## config.mk

```make
export PLATFORM = sky130hd
export DESIGN_NAME = ansnr_regs
export DESIGN_NICKNAME = d
export VERILOG_FILES = /design/src/core/ansnr_pkg.sv /design/src/core/ansnr_mon_if.sv /design/src/core/ansnr_pdf_mon.sv /design/src/core/ansnr_pin_sync.sv /design/src/core/ansnr_regs.sv
export SDC_FILE = /design/constraint.sdc
export NUM_CORES = 1
export LEC_CHECK = 0
export ABC_AREA = 1
export BUFFER_PORTS_ARGS = -buffer_cell sky130_fd_sc_hd__buf_2
export CORE_ASPECT_RATIO = 0.6
export CORE_UTILIZATION = 50
export DETAILED_ROUTE_END_ITERATION = 8
export PLACE_DENSITY = 0.82
export RECOVER_POWER = 100
export SETUP_SLACK_MARGIN = 0.5
export SLEW_MARGIN = 15
export SYNTH_ARGS = -nofsm -noshare
export SYNTH_HDL_FRONTEND = slang
export SYNTH_SLANG_ARGS = --single-unit
```

## constraint.sdc

```tcl
create_clock -name clk -period 2.95 [get_ports clk]
set_input_delay 0.59 -clock clk [delete_from_list [all_inputs] [get_ports clk]]
set_output_delay 0.59 -clock clk [all_outputs]
set_load 0.01 [all_outputs]
```

## src/core/ansnr_pkg.sv

```systemverilog
// Constants for the autonegotiation status and next-page register bank
package ansnr_pkg;
    // Register port geometry
    localparam int ADDR_W = 5;
    localparam int DATA_W = 16;

    // Register offsets
    localparam logic [4:0] ADDR_EXPANSION = 5'h06;
    localparam logic [4:0] ADDR_NEXT_PAGE = 5'h07;
    localparam logic [4:0] ADDR_IDENT = 5'h10;
    localparam logic [4:0] ADDR_CONTROL = 5'h11;
    localparam logic [4:0] ADDR_INT_STATUS = 5'h18;
    localparam logic [4:0] ADDR_INT_CLEAR = 5'h19;
    localparam logic [4:0] ADDR_INT_ENABLE = 5'h1A;

    // Expansion register fields
    localparam int EXP_PDF_BIT = 4;
    localparam int EXP_LPNP_BIT = 3;
    localparam int EXP_NPABLE_BIT = 2;
    localparam int EXP_PAGE_RECEIVED_FLAG_BIT = 1;
    localparam int EXP_LPAN_BIT = 0;

    // Next-page register fields and reset value
    localparam int NP_MORE_BIT = 15;
    localparam int NP_ACK_BIT = 14;
    localparam int NP_MSG_BIT = 13;
    localparam int NP_SECOND_HANDSHAKE_CONFIRM_BIT = 12;
    localparam int NP_TOGGLE_BIT = 11;
    localparam int NP_CODE_MSB = 10;
    localparam logic [15:0] NP_RESET = 16'h2001;
    localparam logic [15:0] NP_SW_MASK = 16'hA7FF;

    // Control register fields and reset value
    localparam int CTL_FORCE_BIT = 15;
    localparam int CTL_SWAP_BIT = 14;
    localparam int CTL_MANUAL_BIT = 13;
    localparam logic [15:0] CTL_RESET = 16'h0000;
    localparam logic [15:0] CTL_SW_MASK = 16'hE000;

    // Identifier value; arbitrary neutral code
    localparam logic [15:0] IDENT_DEFAULT = 16'h5A5A;

    // Interrupt status layout
    localparam int INT_W = 3;
    localparam int INT_PAGE_BIT = 0;
    localparam int INT_PDF_BIT = 1;
    localparam int INT_LPAN_BIT = 2;
    localparam logic [2:0] INT_RESET = 3'h0;

    // Receive pair width
    localparam int RX_PAIR_W = 2;

    // Parallel-detect fault window
    localparam longint CLK_FREQ_HZ = 125000000;
    localparam longint PDF_WIN_MIN_MS = 500;
    localparam longint PDF_WIN_MAX_MS = 1000;
    localparam int PDF_MIN_CYC = int'((PDF_WIN_MIN_MS * CLK_FREQ_HZ + 999) / 1000);
    localparam int PDF_MAX_CYC = int'((PDF_WIN_MAX_MS * CLK_FREQ_HZ) / 1000);
    localparam int PDF_CNT_W = 27;
endpackage

```

## src/core/ansnr_mon_if.sv

```systemverilog
// Signals between the register bank and the parallel-detect monitor
`timescale 1ns/1ps
interface ansnr_mon_if;
    logic autonegActive;
    logic linkValidDet;
    logic linkFail;
    logic link10Good;
    logic link100Good;
    logic faultPulse;

    // Monitor side
    modport mon (
        input autonegActive,
        input linkValidDet,
        input linkFail,
        input link10Good,
        input link100Good,
        output faultPulse
    );

    // Register bank side
    modport owner (
        output autonegActive,
        output linkValidDet,
        output linkFail,
        output link10Good,
        output link100Good,
        input faultPulse
    );
endinterface

```

## src/core/ansnr_pdf_mon.sv

```systemverilog
// Parallel-detect fault monitor with timed link failure window
`timescale 1ns/1ps
module ansnr_pdf_mon #(
    parameter int MIN_CYC = ansnr_pkg::PDF_MIN_CYC,
    parameter int MAX_CYC = ansnr_pkg::PDF_MAX_CYC
) (
    // Clock and reset
    input wire logic clk,
    input wire logic rst,
    // Link events
    ansnr_mon_if.mon m
);
    localparam logic [ansnr_pkg::PDF_CNT_W-1:0] MIN_C = ansnr_pkg::PDF_CNT_W'(MIN_CYC);
    localparam logic [ansnr_pkg::PDF_CNT_W-1:0] MAX_C = ansnr_pkg::PDF_CNT_W'(MAX_CYC);

    logic armed_r;
    logic [ansnr_pkg::PDF_CNT_W-1:0] cnt_r;
    logic fault_r;
    logic failInWin;
    logic bothGood;

    // Failure counts only inside the window after a valid link
    assign failInWin = armed_r && m.linkFail && (cnt_r >= MIN_C) && (cnt_r <= MAX_C);
    assign bothGood = m.autonegActive && m.link10Good && m.link100Good;

    // Window timer, armed by a detected valid link
    always_ff @(posedge clk or posedge rst) begin
        if (rst) begin
            armed_r <= 1'b0;
            cnt_r <= '0;
        end else if (m.autonegActive && m.linkValidDet) begin
            armed_r <= 1'b1;
            cnt_r <= '0;
        end else if (!m.autonegActive || m.linkFail || (cnt_r == MAX_C)) begin
            armed_r <= 1'b0;
            cnt_r <= '0;
        end else if (armed_r) begin
            cnt_r <= cnt_r + 1'b1;
        end
    end

    always_ff @(posedge clk or posedge rst) begin
        if (rst) begin
            fault_r <= 1'b0;
        end else begin
            fault_r <= failInWin || bothGood;
        end
    end

    assign m.faultPulse = fault_r;
endmodule

```

## src/core/ansnr_pin_sync.sv

```systemverilog
// Three-stage pin synchroniser with agreement filter
`timescale 1ns/1ps
module ansnr_pin_sync (
    // Clock and reset
    input wire logic clk,
    input wire logic rst,
    // Pins and filtered levels
    input wire logic [ansnr_pkg::RX_PAIR_W-1:0] din,
    output logic [ansnr_pkg::RX_PAIR_W-1:0] dout
);
    genvar i;
    generate
        for (i = 0; i < ansnr_pkg::RX_PAIR_W; i++) begin : g_bit
            logic s1_r;
            logic s2_r;
            logic s3_r;
            logic out_r;
            // Chain; stage one feeds stage two only
            always_ff @(posedge clk or posedge rst) begin
                if (rst) begin
                    s1_r <= 1'b0;
                    s2_r <= 1'b0;
                    s3_r <= 1'b0;
                    out_r <= 1'b0;
                end else begin
                    s1_r <= din[i];
                    s2_r <= s1_r;
                    s3_r <= s2_r;
                    if (s2_r == s3_r) begin
                        out_r <= s3_r;
                    end
                end
            end
            assign dout[i] = out_r;
        end
    endgenerate
endmodule

```

## src/core/ansnr_regs.sv

```systemverilog
// Autonegotiation expansion, next-page, identifier and control registers
//
// The strobed register port was left to the implementer.
`timescale 1ns/1ps
module ansnr_regs #(
    parameter int PDF_MIN_CYC = ansnr_pkg::PDF_MIN_CYC,
    parameter int PDF_MAX_CYC = ansnr_pkg::PDF_MAX_CYC,
    parameter logic [15:0] IDENT_VALUE = ansnr_pkg::IDENT_DEFAULT
) (
    // Clock and reset
    input wire logic clk,
    input wire logic rst,
    // Management register port
    input wire logic [ansnr_pkg::ADDR_W-1:0] regAddr,
    input wire logic [ansnr_pkg::DATA_W-1:0] regWrData,
    input wire logic regWrEn,
    input wire logic regRdEn,
    output logic [ansnr_pkg::DATA_W-1:0] regRdData,
    // Negotiation engine status
    input wire logic autonegActive,
    input wire logic linkValidDet,
    input wire logic linkFail,
    input wire logic link10Good,
    input wire logic link100Good,
    input wire logic pageStored,
    input wire logic codeWordSeen,
    input wire logic partnerNpAble,
    input wire logic renegotiate,
    input wire logic [2:0] npHandshakeBits,
    // Next-page word to the negotiation engine
    output logic [ansnr_pkg::DATA_W-1:0] npTxWord,
    output logic npMoreFollows,
    // Link integrity
    input wire logic linkPulseStatus,
    output logic linkStatus,
    output logic forceLinkGood,
    // Receive pair polarity
    input wire logic rxPairPos,
    input wire logic rxPairNeg,
    input wire logic autoPolInverted,
    output logic rxPolPos,
    output logic rxPolNeg,
    output logic polarityInverted,
    // Interrupt
    output logic irq
);
    // Carrier to the fault monitor
    ansnr_mon_if monBus ();

    // Read path
    logic [ansnr_pkg::DATA_W-1:0] rdData_r;
    logic [ansnr_pkg::DATA_W-1:0] rdData_nxt;

    // Expansion flags
    logic parallel_detect_fault_r;
    logic page_received_flag_r;
    logic partner_next_page_capable_r;
    logic partner_autoneg_capable_r;

    // Software-written registers
    logic [ansnr_pkg::DATA_W-1:0] nextPage_r;
    logic [ansnr_pkg::DATA_W-1:0] control_r;

    // Interrupt state
    logic [ansnr_pkg::INT_W-1:0] intStatus_r;
    logic [ansnr_pkg::INT_W-1:0] intEnable_r;
    logic [ansnr_pkg::INT_W-1:0] intEvents;
    logic irq_r;

    // Link and polarity state
    logic linkStatus_r;
    logic rxPolPos_r;
    logic rxPolNeg_r;
    logic invert_r;
    logic [ansnr_pkg::RX_PAIR_W-1:0] rxPairSync;

    // Strobe decode and read views
    logic expRead;
    logic wrNextPage;
    logic wrControl;
    logic wrIntClear;
    logic wrIntEnable;
    logic invertNow;
    logic [ansnr_pkg::DATA_W-1:0] expView;
    logic [ansnr_pkg::DATA_W-1:0] npView;

    // Address decode of strobes
    assign expRead = regRdEn && (regAddr == ansnr_pkg::ADDR_EXPANSION);
    assign wrNextPage = regWrEn && (regAddr == ansnr_pkg::ADDR_NEXT_PAGE);
    assign wrControl = regWrEn && (regAddr == ansnr_pkg::ADDR_CONTROL);
    assign wrIntClear = regWrEn && (regAddr == ansnr_pkg::ADDR_INT_CLEAR);
    assign wrIntEnable = regWrEn && (regAddr == ansnr_pkg::ADDR_INT_ENABLE);

    // Monitor hookup
    assign monBus.autonegActive = autonegActive;
    assign monBus.linkValidDet = linkValidDet;
    assign monBus.linkFail = linkFail;
    assign monBus.link10Good = link10Good;
    assign monBus.link100Good = link100Good;

    // Parallel-detect fault monitor
    ansnr_pdf_mon #(
        .MIN_CYC(PDF_MIN_CYC),
        .MAX_CYC(PDF_MAX_CYC)
    ) uPdfMon (
        .clk(clk),
        .rst(rst),
        .m(monBus.mon)
    );

    // Receive pins through the three-stage filter
    ansnr_pin_sync uRxSync (
        .clk(clk),
        .rst(rst),
        .din({rxPairNeg, rxPairPos}),
        .dout(rxPairSync)
    );

    // fault latch, set wins over read clear
    // A fault arriving with the read is kept for the next read
    always_ff @(posedge clk or posedge rst) begin
        if (rst) begin
            parallel_detect_fault_r <= 1'b0;
        end else if (monBus.faultPulse) begin
            parallel_detect_fault_r <= 1'b1;
        end else if (expRead) begin
            parallel_detect_fault_r <= 1'b0;
        end
    end

    // latched until expansion read
    // Same priority as the fault, so no page goes unreported
    always_ff @(posedge clk or posedge rst) begin
        if (rst) begin
            page_received_flag_r <= 1'b0;
        end else if (pageStored) begin
            page_received_flag_r <= 1'b1;
        end else if (expRead) begin
            page_received_flag_r <= 1'b0;
        end
    end

    // partner next-page ability
    // Level follower; the partner may withdraw the ability
    always_ff @(posedge clk or posedge rst) begin
        if (rst) begin
            partner_next_page_capable_r <= 1'b0;
        end else begin
            partner_next_page_capable_r <= partnerNpAble;
        end
    end

    // partner autoneg capable, kept until renegotiation
    // A code word beats a renegotiation pulse in one cycle
    always_ff @(posedge clk or posedge rst) begin
        if (rst) begin
            partner_autoneg_capable_r <= 1'b0;
        end else if (codeWordSeen) begin
            partner_autoneg_capable_r <= 1'b1;
        end else if (renegotiate) begin
            partner_autoneg_capable_r <= 1'b0;
        end
    end

    // Next-page register; handshake bits are not stored
    // The engine owns bits 14, 12 and 11; software never lands there
    always_ff @(posedge clk or posedge rst) begin
        if (rst) begin
            nextPage_r <= ansnr_pkg::NP_RESET;
        end else if (wrNextPage) begin
            nextPage_r <= regWrData & ansnr_pkg::NP_SW_MASK;
        end
    end

    // Control register; only the three top bits are held
    // Lower bits belong to other blocks and read zero
    always_ff @(posedge clk or posedge rst) begin
        if (rst) begin
            control_r <= ansnr_pkg::CTL_RESET;
        end else if (wrControl) begin
            control_r <= regWrData & ansnr_pkg::CTL_SW_MASK;
        end
    end

    // Interrupt events
    // Capable event fires on the rising flag, not on every word
    always_comb begin
        intEvents = '0;
        intEvents[ansnr_pkg::INT_PAGE_BIT] = pageStored;
        intEvents[ansnr_pkg::INT_PDF_BIT] = monBus.faultPulse;
        intEvents[ansnr_pkg::INT_LPAN_BIT] = codeWordSeen && !partner_autoneg_capable_r;
    end

    // Sticky status; a new event beats a clear in the same cycle
    // Clear acts only on bits written as one
    always_ff @(posedge clk or posedge rst) begin
        if (rst) begin
            intStatus_r <= ansnr_pkg::INT_RESET;
        end else if (wrIntClear) begin
            intStatus_r <= (intStatus_r & ~regWrData[ansnr_pkg::INT_W-1:0]) | intEvents;
        end else begin
            intStatus_r <= intStatus_r | intEvents;
        end
    end

    // Interrupt enable mask
    always_ff @(posedge clk or posedge rst) begin
        if (rst) begin
            intEnable_r <= ansnr_pkg::INT_RESET;
        end else if (wrIntEnable) begin
            intEnable_r <= regWrData[ansnr_pkg::INT_W-1:0];
        end
    end

    // Level interrupt output
    // Registered, so the pin lags the status by one cycle
    always_ff @(posedge clk or posedge rst) begin
        if (rst) begin
            irq_r <= 1'b0;
        end else begin
            irq_r <= |(intStatus_r & intEnable_r);
        end
    end

    // forced good keeps status at one
    // Forcing wins over the pulse monitor
    always_ff @(posedge clk or posedge rst) begin
        if (rst) begin
            linkStatus_r <= 1'b0;
        end else begin
            linkStatus_r <= control_r[ansnr_pkg::CTL_FORCE_BIT] || linkPulseStatus;
        end
    end

    // automatic detection otherwise
    // Manual mode hands the choice to the swap bit
    assign invertNow = control_r[ansnr_pkg::CTL_MANUAL_BIT] ?
                       control_r[ansnr_pkg::CTL_SWAP_BIT] : autoPolInverted;

    // Polarity-corrected receive pair
    // Pins pass the agreement filter before the swap
    always_ff @(posedge clk or posedge rst) begin
        if (rst) begin
            rxPolPos_r <= 1'b0;
            rxPolNeg_r <= 1'b0;
            invert_r <= 1'b0;
        end else begin
            invert_r <= invertNow;
            rxPolPos_r <= invertNow ? rxPairSync[1] : rxPairSync[0];
            rxPolNeg_r <= invertNow ? rxPairSync[0] : rxPairSync[1];
        end
    end

    // Expansion view; reserved bits zero
    always_comb begin
        expView = '0;
        expView[ansnr_pkg::EXP_PDF_BIT] = parallel_detect_fault_r;
        expView[ansnr_pkg::EXP_LPNP_BIT] = partner_next_page_capable_r;
        expView[ansnr_pkg::EXP_NPABLE_BIT] = 1'b1;
        expView[ansnr_pkg::EXP_PAGE_RECEIVED_FLAG_BIT] = page_received_flag_r;
        expView[ansnr_pkg::EXP_LPAN_BIT] = partner_autoneg_capable_r;
    end

    // Next-page view with live handshake bits
    // Handshake bits are live engine values, never stored
    always_comb begin
        npView = nextPage_r;
        npView[ansnr_pkg::NP_ACK_BIT] = npHandshakeBits[2];
        npView[ansnr_pkg::NP_SECOND_HANDSHAKE_CONFIRM_BIT] = npHandshakeBits[1];
        npView[ansnr_pkg::NP_TOGGLE_BIT] = npHandshakeBits[0];
    end

    // Read multiplexer; unmapped addresses read zero
    // Clear register is write-only and falls to the default
    always_comb begin
        rdData_nxt = '0;
        case (regAddr)
            ansnr_pkg::ADDR_EXPANSION: rdData_nxt = expView;
            ansnr_pkg::ADDR_NEXT_PAGE: rdData_nxt = npView;
            ansnr_pkg::ADDR_IDENT: rdData_nxt = IDENT_VALUE;
            ansnr_pkg::ADDR_CONTROL: rdData_nxt = control_r;
            ansnr_pkg::ADDR_INT_STATUS: rdData_nxt = {13'h0000, intStatus_r};
            ansnr_pkg::ADDR_INT_ENABLE: rdData_nxt = {13'h0000, intEnable_r};
            default: rdData_nxt = '0;
        endcase
    end

    // Read data stands one cycle after the strobe only
    // Zero between answers, so stale data never looks like a read
    always_ff @(posedge clk or posedge rst) begin
        if (rst) begin
            rdData_r <= '0;
        end else if (regRdEn) begin
            rdData_r <= rdData_nxt;
        end else begin
            rdData_r <= '0;
        end
    end

    // Read data; identifier has no write path
    assign regRdData = rdData_r;

    // Next-page word to the engine
    assign npTxWord = nextPage_r;
    assign npMoreFollows = nextPage_r[ansnr_pkg::NP_MORE_BIT];

    // Link and polarity outputs
    assign linkStatus = linkStatus_r;
    assign forceLinkGood = control_r[ansnr_pkg::CTL_FORCE_BIT];
    assign rxPolPos = rxPolPos_r;
    assign rxPolNeg = rxPolNeg_r;
    assign polarityInverted = invert_r;

    // Interrupt pin
    assign irq = irq_r;
endmodule

```

# [Word level (Yosys, flattened, before mapping)]
# Index checks and enable logic that the tools add are counted.
[totals] reg_bits=84 latchBits=0 ramBits=0 rom_bits=0 in_bits=41 out_inout_bits=39 word_cells=83 mem_count=0
[op_classes] add_sub_neg=1 mul=0 n_div=0 magnitude_cmp=2 eq_ne=10 n_shift=0 mux=16 n_bitwise=5 reduce_logical=24
[op_table] op="$pmux W16 S6" count=1
[op_table] op="$mux W27" count=3
[op_table] op="$add A27 B1 Y27 const B" count=1
[op_table] op="$eq A27 B27 Y1 const B" count=1
[op_table] op="$ge A27 B26 Y1 const B" count=1
[op_table] op="$le A27 B27 Y1 const B" count=1
[op_table] op="$eq A5 B5 Y1 const B" count=5
[op_table] op="$mux W16" count=1
[op_table] op="$logic_and A1 B1 Y1" count=12
[op_table] op="$eq A5 B3 Y1 const B" count=2
[op_table] op="$mux W1" count=10
[op_table] op="$reduce_bool A2 Y1" count=4
[op_table] op="$and A3 B3 Y3" count=2
[op_table] op="$or A3 B3 Y3" count=2
[op_table] op="$logic_or A1 B1 Y1" count=4
[op_table] op="$mux W3" count=1
[op_table] op="$not A3 Y3" count=1
[op_table] op="$reduce_bool A3 Y1" count=1
[op_table] op="$reduce_or A3 Y1" count=1
[op_table] op="$eq A1 B1 Y1" count=2
[op_table] op="$logic_not A1 Y1" count=2

# [Longest topological paths before layout]
# Gate-level depths: netlist (run 1).
[logic_depth] depth_word=5 depth_mapped=10 mapped_depth_nobuf=10

# [Hierarchy]
# A second synthesis (run 1) with hierarchy kept.
[hier_totals] cells_unflattened=557 hier_area_um2=4425.5
[modules_own_cells] mod="ansnr_pdf_mon" n_inst=1 cells_each=321 area_each_um2=2123.3 seq_area_each_um2=725.7
[modules_own_cells] mod="ansnr_regs" n_inst=1 cells_each=217 area_each_um2=2050.7 seq_area_each_um2=1178.6
[modules_own_cells] mod="ansnr_pin_sync" n_inst=1 cells_each=19 area_each_um2=251.5 seq_area_each_um2=200.2

# [Worst setup path before layout (run 1)]
# OpenSTA, ideal clock, no wires.
[synth_timing] kind="reg2reg" from="register uPdfMon.cnt_r[0] (netlist name)" to="register uPdfMon.cnt_r[7] (netlist name)" t_arrival_ps=1333 slack_ps=1495 stages_incl_launch_ff=11 n_path_buf=1 path_cell_list="dfrtp_1 > inv_1 > ha_1 > nand3_1 > nor2_1 > nand3_2 > nand2_4 > inv_4 > buf_6 > nand2_1 > nor2_1"
[synth_via] elab_chain_cells=4 word_cells_on_any_way=7 classes_between="add/sub (1); eq/ne (1); mux (3); reduce/logical (2)"
[synth_lines] element="start, declared" line="ansnr_pdf_mon.sv:17" rtl="logic [ansnr_pkg::PDF_CNT_W-1:0] cnt_r;"
[synth_lines] element="start signal, assigned" line="ansnr_pdf_mon.sv:38" rtl="cnt_r <= cnt_r + 1'b1;"
[synth_lines] element="$add A27 B1 Y27 / $eq A27 B27 Y1 (equally long branches)" line="ansnr_pdf_mon.sv:38, ansnr_pdf_mon.sv:34"
[synth_lines] element="$mux W27 / $logic_or A1 B1 Y1 (equally long branches)" line="ansnr_pdf_mon.sv:37, ansnr_pdf_mon.sv:34"
[synth_lines] element="$mux W27" line="ansnr_pdf_mon.sv:34" rtl="end else if (!m.autonegActive || m.linkFail || (cnt_r == MAX_C)) begin"
[synth_lines] element="$mux W27" line="ansnr_pdf_mon.sv:31" rtl="end else if (m.autonegActive && m.linkValidDet) begin"
# Several ways; a longest one is shown, not always the timed one. The select of a mux whose other input is x is not followed.
# A chain may end at the register's enable or synchronous reset.

# [Final worst setup path (run 1)]
[layout_timing] from="register uPdfMon.cnt_r[0] (netlist name)" to="register uPdfMon.cnt_r[1] (netlist name)"
# The elaborated chain is that of the path after synthesis.

==> results of run 1 <==
cell families after synthesis:
kind of cell             synth area share [%]
AND/OR/NAND/NOR                          33.3
flip-flops                               50.7
buffers and inverters                    7.93
AO/OA/AOI/OAI                            5.31
XOR/XNOR                                 1.06
adder cells (fa/ha/maj)                  1.09
multiplexers                            0.543
other                                  0.0904
sequential cells by signal, summed over array words and instances (netlist names):
register,cells
rxPolPos,1
parallel_detect_fault_r,1
uRxSync.g_bit.s2_r,2
intEnable_r,3
npTxWord,13
uPdfMon.cnt_r,27
uRxSync.g_bit.out_r,2
partner_next_page_capable_r,1
intStatus_r,3
rxPolNeg,1
regRdData,16
polarityInverted,1
page_received_flag_r,1
partner_autoneg_capable_r,1
uRxSync.g_bit.s1_r,2
uPdfMon.m.faultPulse,1
irq,1
control_r,3
linkStatus,1
uPdfMon.armed_r,1
uRxSync.g_bit.s3_r,2
path summary, 6_finish.rpt:
| path | to | slack, ns | depth (start not counted) |
|---|---|---|---|
| setup / recovery | uPdfMon.cnt_r[1]$_DFFE_PP0P_ | 0.93 | 9 |
| hold / removal | partner_next_page_capable_r$_DFF_PP0_ | 0.34 | 1 |
| setup reg to reg | uPdfMon.cnt_r[1]$_DFFE_PP0P_ | 0.93 | 9 |
| hold reg to reg | uRxSync.g_bit[1].s2_r$_DFF_PP0_ | 0.35 | 0 |
| max in group asynchronous | npTxWord[0]$_DFFE_PP1P_ | 1.65 | 3 |
| min in group asynchronous | rxPolNeg$_DFF_PP0_ | 0.45 | 2 |
per-layer routing:
layer | global-route usage, % | vias up
met5 | 0 | -
met4 | 7.50 | 0
met3 | 6.64 | 22
met2 | 34.2 | 147
met1 | 33.9 | 1712
li1 | - | 1760
critical path: cells and delay by family (launching register included):
family | cells | cell delay (ns)
adders and majority gates | 1 | 0.19
buffers and inverters | 2 | 0.36
DFF | 1 | 0.40
and+or+nand+nor | 6 | 0.95
placed cells by master (no fill, tap or decap), types with 3 or more instances in the layout:
| cell | instances |
|---|---|
| sky130_fd_sc_hd__xor2_1 | 4 |
| sky130_fd_sc_hd__clkbuf_16 | 9 |
| sky130_fd_sc_hd__nor2_1 | 80 |
| sky130_fd_sc_hd__inv_1 | 57 |
| sky130_fd_sc_hd__nor2_2 | 5 |
| sky130_fd_sc_hd__o21ai_0 | 22 |
| sky130_fd_sc_hd__conb_1 | 3 |
| sky130_fd_sc_hd__nand2_1 | 144 |
| sky130_fd_sc_hd__nand2_2 | 6 |
| sky130_fd_sc_hd__inv_2 | 4 |
| sky130_fd_sc_hd__nand3_1 | 31 |
| sky130_fd_sc_hd__a21oi_1 | 18 |
| sky130_fd_sc_hd__buf_2 | 36 |
| sky130_fd_sc_hd__dfrtp_1 | 82 |
| sky130_fd_sc_hd__nand4_1 | 13 |
| sky130_fd_sc_hd__nor2_4 | 5 |
| sky130_fd_sc_hd__clkbuf_1 | 39 |
| sky130_fd_sc_hd__clkinv_1 | 4 |
| sky130_fd_sc_hd__nor3_1 | 7 |
per-stage QoR:
stage / setup WS [ns] / hold WS [ns] / cells / area, sq um / utilization, %
after detailed placement: 1.07 / 0.345 / 692 / 4620 / 58.1
after CTS: 1.27 / 0.290 / 708 / 4940 / 62.2
after floorplan: 1.40 / 0.331 / 519 / 4160 / -
final: 0.934 / 0.342 / 708 / 4860 / 61.2
after global placement: 1.14 / 0.334 / 692 / 4620 / 58.1
after global routing: 0.749 / 0.342 / 708 / 4860 / 61.2
layout make-up:
class / instances / share of cell area, %
Clock buffer: 9 / 4.63
Multi-Input combinational cell: 357 / 35.0
Inverter: 67 / 5.25
Sequential cell: 84 / 43.3
Clock inverter: 7 / 1.93
Tap cell: 108 / 2.78
Timing Repair Buffer: 76 / 7.13
power breakdown:
group	internal, mW	switching [mW]
clock	0.679	0.506
combinational	0.0816	0.151
sequential	1.23	0.0528
total	1.99	0.710
==> metrics.md, run 1 <==
| Metric | Value |
|---|---|
| Largest buffer count on any clock path | 2 |
| Vias after detailed routing | 3641 |
| Clock network latency to the later pin of the worst-skew pair | approximately 0.35 ns |
| Global-route wire length before repair | 15500 um |
| Number of buffers added to fix hold violations after cts | 0 |
| Count of routing violations after the opening detailed-route iteration | ~330 |
| Met3 WL | roughly 680 um |
| Number of synthesized flops with an enable pin | 0 |
| Netlist area before placement | 4150 sq um |
| Gate Count Post-Synth | between 500 and 600 |
| Top fanout value on the critical path | 16 |
| Post-CTS clock slew at the launch and capture registers of the worst setup and hold paths | about 0.060 ns |
| Worst hold path class | input port to register |
| Highest cell delay on the worst timing path | 0.43 ns |
| Final Routed Wirelength | 9550 um |
| Horizontal die dimension | ~120 um |
| Register bit count reported by yosys | 84 |
| Max-Cap Viols | 0 |
| Vertical extent of the die | 72.6 um |
| Overall power consumption | 2.70 mW |
| Final number of max-transition violations | 0 |
| Worst setup path startpoint | uPdfMon.cnt_r[0]$_DFFE_PP0P_ |
| Reg area | 2100 sq um |
| Post-route fraction of the period consumed by the critical path | 68.3% |
| # nets final | 638 |
| Layout cell share with drive strength beyond 1 | 14.8% |
| Max Freq | 496 MHz |
| Time the worst path needs with I/O delays and setup | 2.02 ns |
| Post-CTS Setup Repair Bufs | 0 |
| Hold violation total from the final report | 0 |
| Setup-violating endpoint count in the final report | 0 |
| Portion of the post-synthesis area used by sequential elements | 50.7% |
| Number of global-route vias before repair | 3283 |
| Clk_skew | 0.00802 ns |
| Slew of the pin with the lowest slew margin | 1.12 ns |
| Most instantiated library cell after synthesis | sky130_fd_sc_hd__nand2_1 |
| Share of flip-flops with an asynchronous set or reset | 100% |
| M1 wire length | 4620 um |
| Die Outline Area | 8680 sq um |
| Cell-by-cell listing of the critical path | inv_1 > ha_1 > nand3_1 > nor2_1 > nand3_1 > nand2_1 > inv_4 > nand3_1 > nand2_1 |
| Sum of overflow across all layers after global routing | 0 |
| Maximum number of pins on one net before global-route repair | 60 |
| Antenna violations before repair | 0 |
| Area used by multi-input combinational logic | 1700 sq um |
| H-tree levels | 3 |
| Cell type of the slowest stage on the worst timing path | sky130_fd_sc_hd__nand2_1 |
| Worst reg2reg startpoint | uPdfMon.cnt_r[0]$_DFFE_PP0P_ |
| Total inserted antenna cells | 0 |
| Via density per instance | just over 5 |
| Post-synth cell types | 37 |
| Num CTS Buffers | 9 |
| Total core area | 7950 sq um |
| Total met2 wirelength after detailed routing | 4090 um |
| Root cell of the clock tree | sky130_fd_sc_hd__clkbuf_16 |
| Gp weighted congestion | between 0.8 and 0.9 |
| Top cells by instance count after synthesis | sky130_fd_sc_hd__nand2_1 (143), sky130_fd_sc_hd__dfrtp_1 (82), sky130_fd_sc_hd__nor2_1 (80), sky130_fd_sc_hd__inv_1 (58), sky130_fd_sc_hd__nand3_1 (28) |
| Clk sinks | 84 |
| Count of buffers from port buffering | 74 |
| Estimated wirelength of the detail-placed design | 7100 um |
| Average cell area after synthesis | 8.03 sq um |
| Synthesis-to-finish area growth | 17.2% |
| Critical path class | register to register |
| Required time of the critical path | 3.19 ns |
| Post-route antenna net violation count | 0 |
| Cell repeated most along the worst path | sky130_fd_sc_hd__nand3_1 |
| Post-synth top area cell | sky130_fd_sc_hd__dfrtp_1 |
| Result of the run | finished, final reports clean |
| Startpoint of the most critical hold path | partnerNpAble |
| Syn. warnings | 0 |
| Ranking of synthesized cells by area | sky130_fd_sc_hd__dfrtp_1 (49%), sky130_fd_sc_hd__nand2_1 (13%), sky130_fd_sc_hd__nor2_1 (7.2%) |
| TritonCTS clock tree | done |
| Flip-flop cell with the highest count after synthesis | sky130_fd_sc_hd__dfrtp_1 |
| Total negative slack for setup checks | 0 ns |
| Detailed-routing iteration count for the pre-antenna-repair pass | 7 |
| Leakage power | between 2 and 2.5 nW |
| Rel. slew slack | 25.1% |
| Top routing layer used | met4 |
| Post-route DRC | 0 |
| Element type at the critical path end | register |
| Starting density of the core | 52.2% |
| Post-CTS sizing | 0 |
| Final-layout fill cell count | 690 |
| Portion of synthesized cell area occupied by the leading cell type | 49.4% |
| Power density over the cells | 556 nW/um^2 |
| Number of placement rows | 25 |
| Worst Path Arrival | 2.26 ns |
| Aggregate global-route resource usage | 23.5% |
| RSZ-0062 raised after global routing | no |
| Worst-case vdd ir drop | 375 uV |
| Startpoint Class | register |
| WL per Instance | 13.5 um |
| Io pins | 80 |
(Power assumes the default switching activity.)
==> run 2: changes to the inputs <==
==> constraint.sdc (replaced) <==
create_clock -name clk -period 1.9 [get_ports clk]
set_input_delay 0.38 -clock clk [delete_from_list [all_inputs] [get_ports clk]]
set_output_delay 0.38 -clock clk [all_outputs]
set_load 0.01 [all_outputs]
==> metrics.md, run 2 (synthesis gave the netlist of run 1 again) <==
| Metric | Value |
|---|---|
| Result of the run | finished, final reports clean |
| Worst hold path class | input port to register |
| # nets final | 659 |
| Maximum number of pins on one net before global-route repair | 28 |
| Power density over the cells | 809 nW/um^2 |
| Total negative slack for setup checks | 0 ns |
| Num CTS Buffers | 9 |
| Top cell family by delay on the critical path | simple AND/OR/NAND/NOR gates |
| Sequential share of power | 48.6% |
| Post-route antenna net violation count | 0 |
| RSZ-0062 raised after global routing | yes |
| Horizontal die dimension | 120 um |
| Post-CTS clock slew at the launch and capture registers of the worst setup and hold paths | 0.07 ns |
| Share of power burned in the clock network | 41.7% |
| Final-layout fill cell count | 664 |
| Required time of the critical path | 2.16 ns |
| Relative contribution of combinational cells to total power | 9.7% |
| Max reg flops | 27 |
| Vias after detailed routing | 3770 |
| Startpoint of the most critical hold path | rxPairPos |
| Vertical extent of the die | 72.6 um |
| TritonCTS clock tree | done |
| Final number of max-transition violations | 0 |
| Top fanout value on the critical path | 12 |
| Via density per instance | about 5.2 |
| Element type at the critical path end | register |
| Worst setup slack after placement | 0.298 ns |
| Leakage power | 2.43 nW |
| Cell type of the slowest stage on the worst timing path | sky130_fd_sc_hd__dfrtp_1 |
| Worst-case vdd ir drop | 509 uV |
| Total inserted antenna cells | 0 |
| Worst setup path startpoint | uPdfMon.cnt_r[0]$_DFFE_PP0P_ |
| Starting density of the core | 52.2% |
| Final critical-path setup slack | around 0.25 ns |
| Worst Path Arrival | 1.91 ns |
| Clk sinks | 84 |
| Global-route wire length before repair | 16100 um |
| H-tree levels | 3 |
| Estimated wirelength of the detail-placed design | 7560 um |
| Sum of overflow across all layers after global routing | 0 |
| Layout cell share with drive strength beyond 1 | between 20% and 30% |
| Count of buffers from port buffering | 74 |
| Aggregate global-route resource usage | 24.4% |
| Clk_skew | 0.00762 ns |
| Root cell of the clock tree | sky130_fd_sc_hd__clkbuf_16 |
| Critical path class | register to register |
| Cell-by-cell listing of the critical path | clkbuf_1 > inv_6 > ha_4 > nand3_1 > nor2_1 > nand3_1 > nand2_4 > buf_12 > nor3_1 |
| Startpoint Class | register |
| Time the worst path needs with I/O delays and setup | 1.65 ns |
| Post-route fraction of the period consumed by the critical path | 86.8% |
| Gp weighted congestion | between 0.9 and 1 |
| Count of routing violations after the opening detailed-route iteration | 267 |
| Post-route DRC | 0 |
| Rel. slew slack | 25.9% |
| Number of buffers added to fix hold violations after cts | 0 |
| Io pins | 80 |
| Number of global-route vias before repair | 3397 |
| Largest buffer count on any clock path | 2 |
| Max Freq | about 610 MHz |
| Switching pwr | roughly 1.1 mW |
| Synthesis-to-finish area growth | 22.3% |
| Antenna violations before repair | 0 |
| Commonest non-fill, non-tap cell in the layout | sky130_fd_sc_hd__nand2_1 |
| Slew of the pin with the lowest slew margin | 1.11 ns |
| Internal power of the cells | 2.98 mW |
| Clock network latency to the later pin of the worst-skew pair | 0.35 ns |
| Cell repeated most along the worst path | sky130_fd_sc_hd__nand3_1 |
| Final Routed Wirelength | 10300 um |
| Worst reg2reg startpoint | uPdfMon.cnt_r[0]$_DFFE_PP0P_ |
| Detailed-routing iteration count for the pre-antenna-repair pass | 5 |
| Commonest cells after routing, fill and taps aside | sky130_fd_sc_hd__nand2_1 (140), sky130_fd_sc_hd__dfrtp_1 (77), sky130_fd_sc_hd__nor2_1 (74) |
| Total core area | 7950 sq um |
| Die Outline Area | 8680 sq um |
| Highest cell delay on the worst timing path | roughly 0.35 ns |
| Switching Fraction | 27.4% |
| Setup-violating endpoint count in the final report | 0 |
| Max-Cap Viols | 0 |
| WL per Instance | 14.2 um |
| Hold violation total from the final report | 0 |
| Number of buffers and inverters on the critical path | 3 |
| Largest Register | uPdfMon.cnt_r |
| Number of placement rows | 25 |
==> run 2: changes by cell type in the layout (fill, tap and decap cells not counted), sizes merged <==
cell / before / now
buf: 37 / 53
clkinv: 6 / 5
clkinvlp: 2 / 4
bufinv: 1 / 0
clkbuf: 48 / 53
==> run 2: path summary, 6_finish.rpt <==
path / end / slack (ns) / depth (start not counted)
worst max-delay path: uPdfMon.cnt_r[19]$_DFFE_PP0P_ / 0.25 / 9
worst min-delay path: uRxSync.g_bit[0].s1_r$_DFF_PP0_ / 0.13 / 1
worst max register to register: uPdfMon.cnt_r[19]$_DFFE_PP0P_ / 0.25 / 9
worst min register to register: uRxSync.g_bit[1].s2_r$_DFF_PP0_ / 0.36 / 0
max in group asynchronous: uPdfMon.cnt_r[20]$_DFFE_PP0P_ / 0.49 / 3
min in group asynchronous: uRxSync.g_bit[0].out_r$_DFFE_PP0N_ / 0.22 / 2
==> run 2: power by group through the flow <==
| stage | registers (mW) | logic (mW) | clock network, mW |
|---|---|---|---|
| after floorplan | 2.05 | 0.184 | 0 |
| final | 1.99 | 0.400 | 1.71 |
| after global routing | 2.01 | 0.451 | 1.81 |
| after global placement | 2.02 | 0.386 | 0 |
| after detailed placement | 2.03 | 0.399 | 0 |
| after CTS | 1.99 | 0.421 | 1.73 |
==> run 2: cell type report <==
class,instances,area (sq um),area share (%)
timing repair buffer,97,518,10.2
inverter,67,263,5.18
clock buffer,9,225,4.44
multi-input combinational,357,1750,34.5
tap,108,135,2.66
sequential,84,2110,41.6
clock inverter,7,70.1,1.38
==> run 2: per-stage QoR <==
step	utilization, %	instances	area (sq um)	hold slack, ns	total power [mW]
global placement	58.8	697	4670	0.336	2.40
floorplan	-	519	4160	0.331	2.23
CTS	64.0	723	5080	0.103	4.14
global route	63.9	729	5070	0.136	4.27
finish	63.9	729	5070	0.135	4.10
detailed placement	58.8	697	4670	0.347	2.43
==> run 2: what timing repair did <==
action	in CTS	in global routing
buffers inserted	10	6
endpoints found under the hold margin	0	0
endpoints found under the setup margin	31	31
pin swaps	7	12
gates resized for setup	10	18
==> run 2: worst register-to-register path: stages, from the launching register on <==
cell	delay [ns]
sky130_fd_sc_hd__dfrtp_1	0.35
sky130_fd_sc_hd__clkbuf_1	0.21
sky130_fd_sc_hd__inv_6	0.07
sky130_fd_sc_hd__ha_4	0.16
sky130_fd_sc_hd__nand3_1	0.07
sky130_fd_sc_hd__nor2_1	0.04
sky130_fd_sc_hd__nand3_1	0.19
sky130_fd_sc_hd__nand2_4	0.12
sky130_fd_sc_hd__buf_12	0.16
sky130_fd_sc_hd__nor3_1	0.19
==> run 2: layer usage <==
layer	vias to the layer above	GRT usage, %	routed length [um]
li1	1797	-	-
met1	1804	34.8	4750
met2	155	36.5	4630
met3	14	6.64	807
met4	0	7.08	154
met5	-	0	0
==> run 3: changes to the inputs <==
--- a/config.mk
+++ b/config.mk
@@ -12,7 +12,6 @@
 export DETAILED_ROUTE_END_ITERATION = 8
 export PLACE_DENSITY = 0.82
 export RECOVER_POWER = 100
-export SETUP_SLACK_MARGIN = 0.5
 export SLEW_MARGIN = 15
 export SYNTH_ARGS = -nofsm -noshare
 export SYNTH_HDL_FRONTEND = slang
==> metrics.md, run 3 (synthesis gave the netlist of run 1 again) <==
| Metric | Value |
|---|---|
| Hold violation total from the final report | 0 |
| Top fanout value on the critical path | 8 |
| WL per Instance | 14.4 um |
| Minimum hold slack | roughly 0.14 ns |
| Startpoint Class | register |
| Result of the run | finished, final reports clean |
| Post-CTS Setup Repair Bufs | 0 |
| Post-CTS sizing | 0 |
| Final number of max-transition violations | 0 |
| Global-route wire length before repair | about 17000 um |
| Overall power consumption | just over 4 mW |
| Clk sinks | 84 |
| Element type at the critical path end | register |
| Estimated wirelength of the detail-placed design | around 7600 um |
| Via density per instance | 5.22 |
| Total met2 wirelength after detailed routing | 4590 um |
| Slew of the pin with the lowest slew margin | 0.951 ns |
| Max Freq | 596 MHz |
| Num CTS Buffers | 9 |
| Antenna violations before repair | 0 |
| Vertical extent of the die | 72.6 um |
| Clock network latency to the later pin of the worst-skew pair | about 0.34 ns |
| Total inserted antenna cells | 0 |
| Die Outline Area | 8680 sq um |
| Placed insts | 695 |
| Worst hold path class | input port to register |
| Required time of the critical path | about 2.2 ns |
| DP Area | about 4700 sq um |
| Gp weighted congestion | 0.878 |
| Highest cell delay on the worst timing path | between 0.5 and 0.6 ns |
| RSZ-0062 raised after global routing | no |
| Total negative slack for setup checks | 0 ns |
| H-tree levels | 3 |
| Layout cell share with drive strength beyond 1 | 14.9% |
| Largest Register | uPdfMon.cnt_r |
| Number of buffers added to fix hold violations after cts | 0 |
| Count of routing violations after the opening detailed-route iteration | 364 |
| Post-route DRC | 0 |
| Worst setup slack after placement | 0.261 ns |
| # nets final | 641 |
| Vias after detailed routing | 3714 |
| Post-route fraction of the period consumed by the critical path | 88.2% |
| Cell-by-cell listing of the critical path | nand2_1 > nor2_4 > nand3_4 > nor2_4 > nand3_1 > nand2_1 > inv_1 > nor2_1 |
| Worst-case vdd ir drop | roughly 620 uV |
| Number of placement rows | 25 |
| Maximum number of pins on one net before global-route repair | 26 |
| Starting density of the core | 52.2% |
| Sum of overflow across all layers after global routing | 0 |
| Detailed-routing iteration count for the pre-antenna-repair pass | 8 |
| Post-route antenna net violation count | 0 |
| Non-Filler Instances | 711 |
| Critical path class | register to register |
| M1 wire length | approximately 4600 um |
| Rel. slew slack | 36.3% |
| Horizontal die dimension | 120 um |
| Max reg flops | 27 |
| Count of buffers from port buffering | 74 |
| Met3 WL | 883 um |
| Top routing layer used | met4 |
| Aggregate global-route resource usage | 25.2% |
| Number of buffers and inverters on the critical path | 1 |
| Largest buffer count on any clock path | 2 |
| Commonest cells after routing, fill and taps aside | sky130_fd_sc_hd__nand2_1 (143), sky130_fd_sc_hd__dfrtp_1 (82), sky130_fd_sc_hd__nor2_1 (81) |
| Clk_skew | 0.00897 ns |
| Total core area | 7950 sq um |
| Area of all placed cells without fillers | 4840 sq um |
| TritonCTS clock tree | done |
| Leakage power | 2.35 nW |
| Cell type of the slowest stage on the worst timing path | sky130_fd_sc_hd__dfrtp_1 |
| Final Routed Wirelength | approximately 10000 um |
| Number of global-route vias before repair | between 3000 and 4000 |
| Post-CTS clock slew at the launch and capture registers of the worst setup and hold paths | 0.07 ns |
| Worst Path Arrival | 1.95 ns |
| Root cell of the clock tree | sky130_fd_sc_hd__clkbuf_16 |
| Io pins | 80 |
| Fraction of the core area covered by cells at the end of the flow | 60.9% |
| Setup-violating endpoint count in the final report | 0 |
| Max-Cap Viols | 0 |
| Final critical-path setup slack | 0.224 ns |
| Power density over the cells | 832 nW/um^2 |
| Commonest non-fill, non-tap cell in the layout | sky130_fd_sc_hd__nand2_1 |
| Synthesis-to-finish area growth | 16.7% |
| Top cell family by delay on the critical path | simple AND/OR/NAND/NOR gates |
| Time the worst path needs with I/O delays and setup | ~1.7 ns |
==> run 3: changes by cell type in the layout (fill, tap and decap cells not counted), sizes merged <==
cell	previous run	this run
dlymetal6s2s	0	1
clkbuf	53	51
inv	65	66
buf	53	36
clkinvlp	4	3
==> run 3: worst paths after layout <==
path,start,slack (ns),endpoint,cells past startpoint
max in group asynchronous,rst,0.46,uPdfMon.cnt_r[14]$_DFFE_PP0P_,3
min in group asynchronous,rst,0.19,uRxSync.g_bit[1].s1_r$_DFF_PP0_,2
setup reg to reg,uPdfMon.armed_r$_DFFE_PP0P_,0.22,uPdfMon.cnt_r[20]$_DFFE_PP0P_,8
setup / recovery,uPdfMon.armed_r$_DFFE_PP0P_,0.22,uPdfMon.cnt_r[20]$_DFFE_PP0P_,8
hold reg to reg,uRxSync.g_bit[1].s1_r$_DFF_PP0_,0.36,uRxSync.g_bit[1].s2_r$_DFF_PP0_,0
hold / removal,rxPairPos,0.14,uRxSync.g_bit[0].s1_r$_DFF_PP0_,1
==> run 3: final cells by class <==
type | instances | area (sq um)
fillers | 711 | 3100
clock inverters | 7 | 57.6
clock buffers | 9 | 225
well taps | 108 | 135
multi-input cells | 357 | 1710
flip-flops and latches | 84 | 2100
repair buffers | 79 | 353
inverters | 67 | 255
==> run 3: worst register-to-register path: stages, from the launching register on <==
cell and delay (ns):
sky130_fd_sc_hd__dfrtp_1 0.53, sky130_fd_sc_hd__nand2_1 0.20, sky130_fd_sc_hd__nor2_4 0.22, sky130_fd_sc_hd__nand3_4 0.15, sky130_fd_sc_hd__nor2_4 0.18, sky130_fd_sc_hd__nand3_1 0.11, sky130_fd_sc_hd__nand2_1 0.07, sky130_fd_sc_hd__inv_1 0.03
sky130_fd_sc_hd__nor2_1 0.12
==> run 3: report_power, final <==
| part | internal, mW | leakage (nW) | switching (mW) | total [mW] |
|---|---|---|---|---|
| Combinational | 0.127 | 1.14 | 0.239 | 0.366 |
| Clock | 0.905 | 0.135 | 0.761 | 1.67 |
| Sequential | 1.91 | 1.07 | 0.0840 | 2.00 |
| Total | 2.95 | 2.35 | 1.08 | 4.03 |
==> run 3: metal layers <==
metal,vias up,track usage [%]
li1,1771,-
met1,1737,35.6
met2,186,38.7
met3,20,5.31
met4,0,9.58
met5,-,0
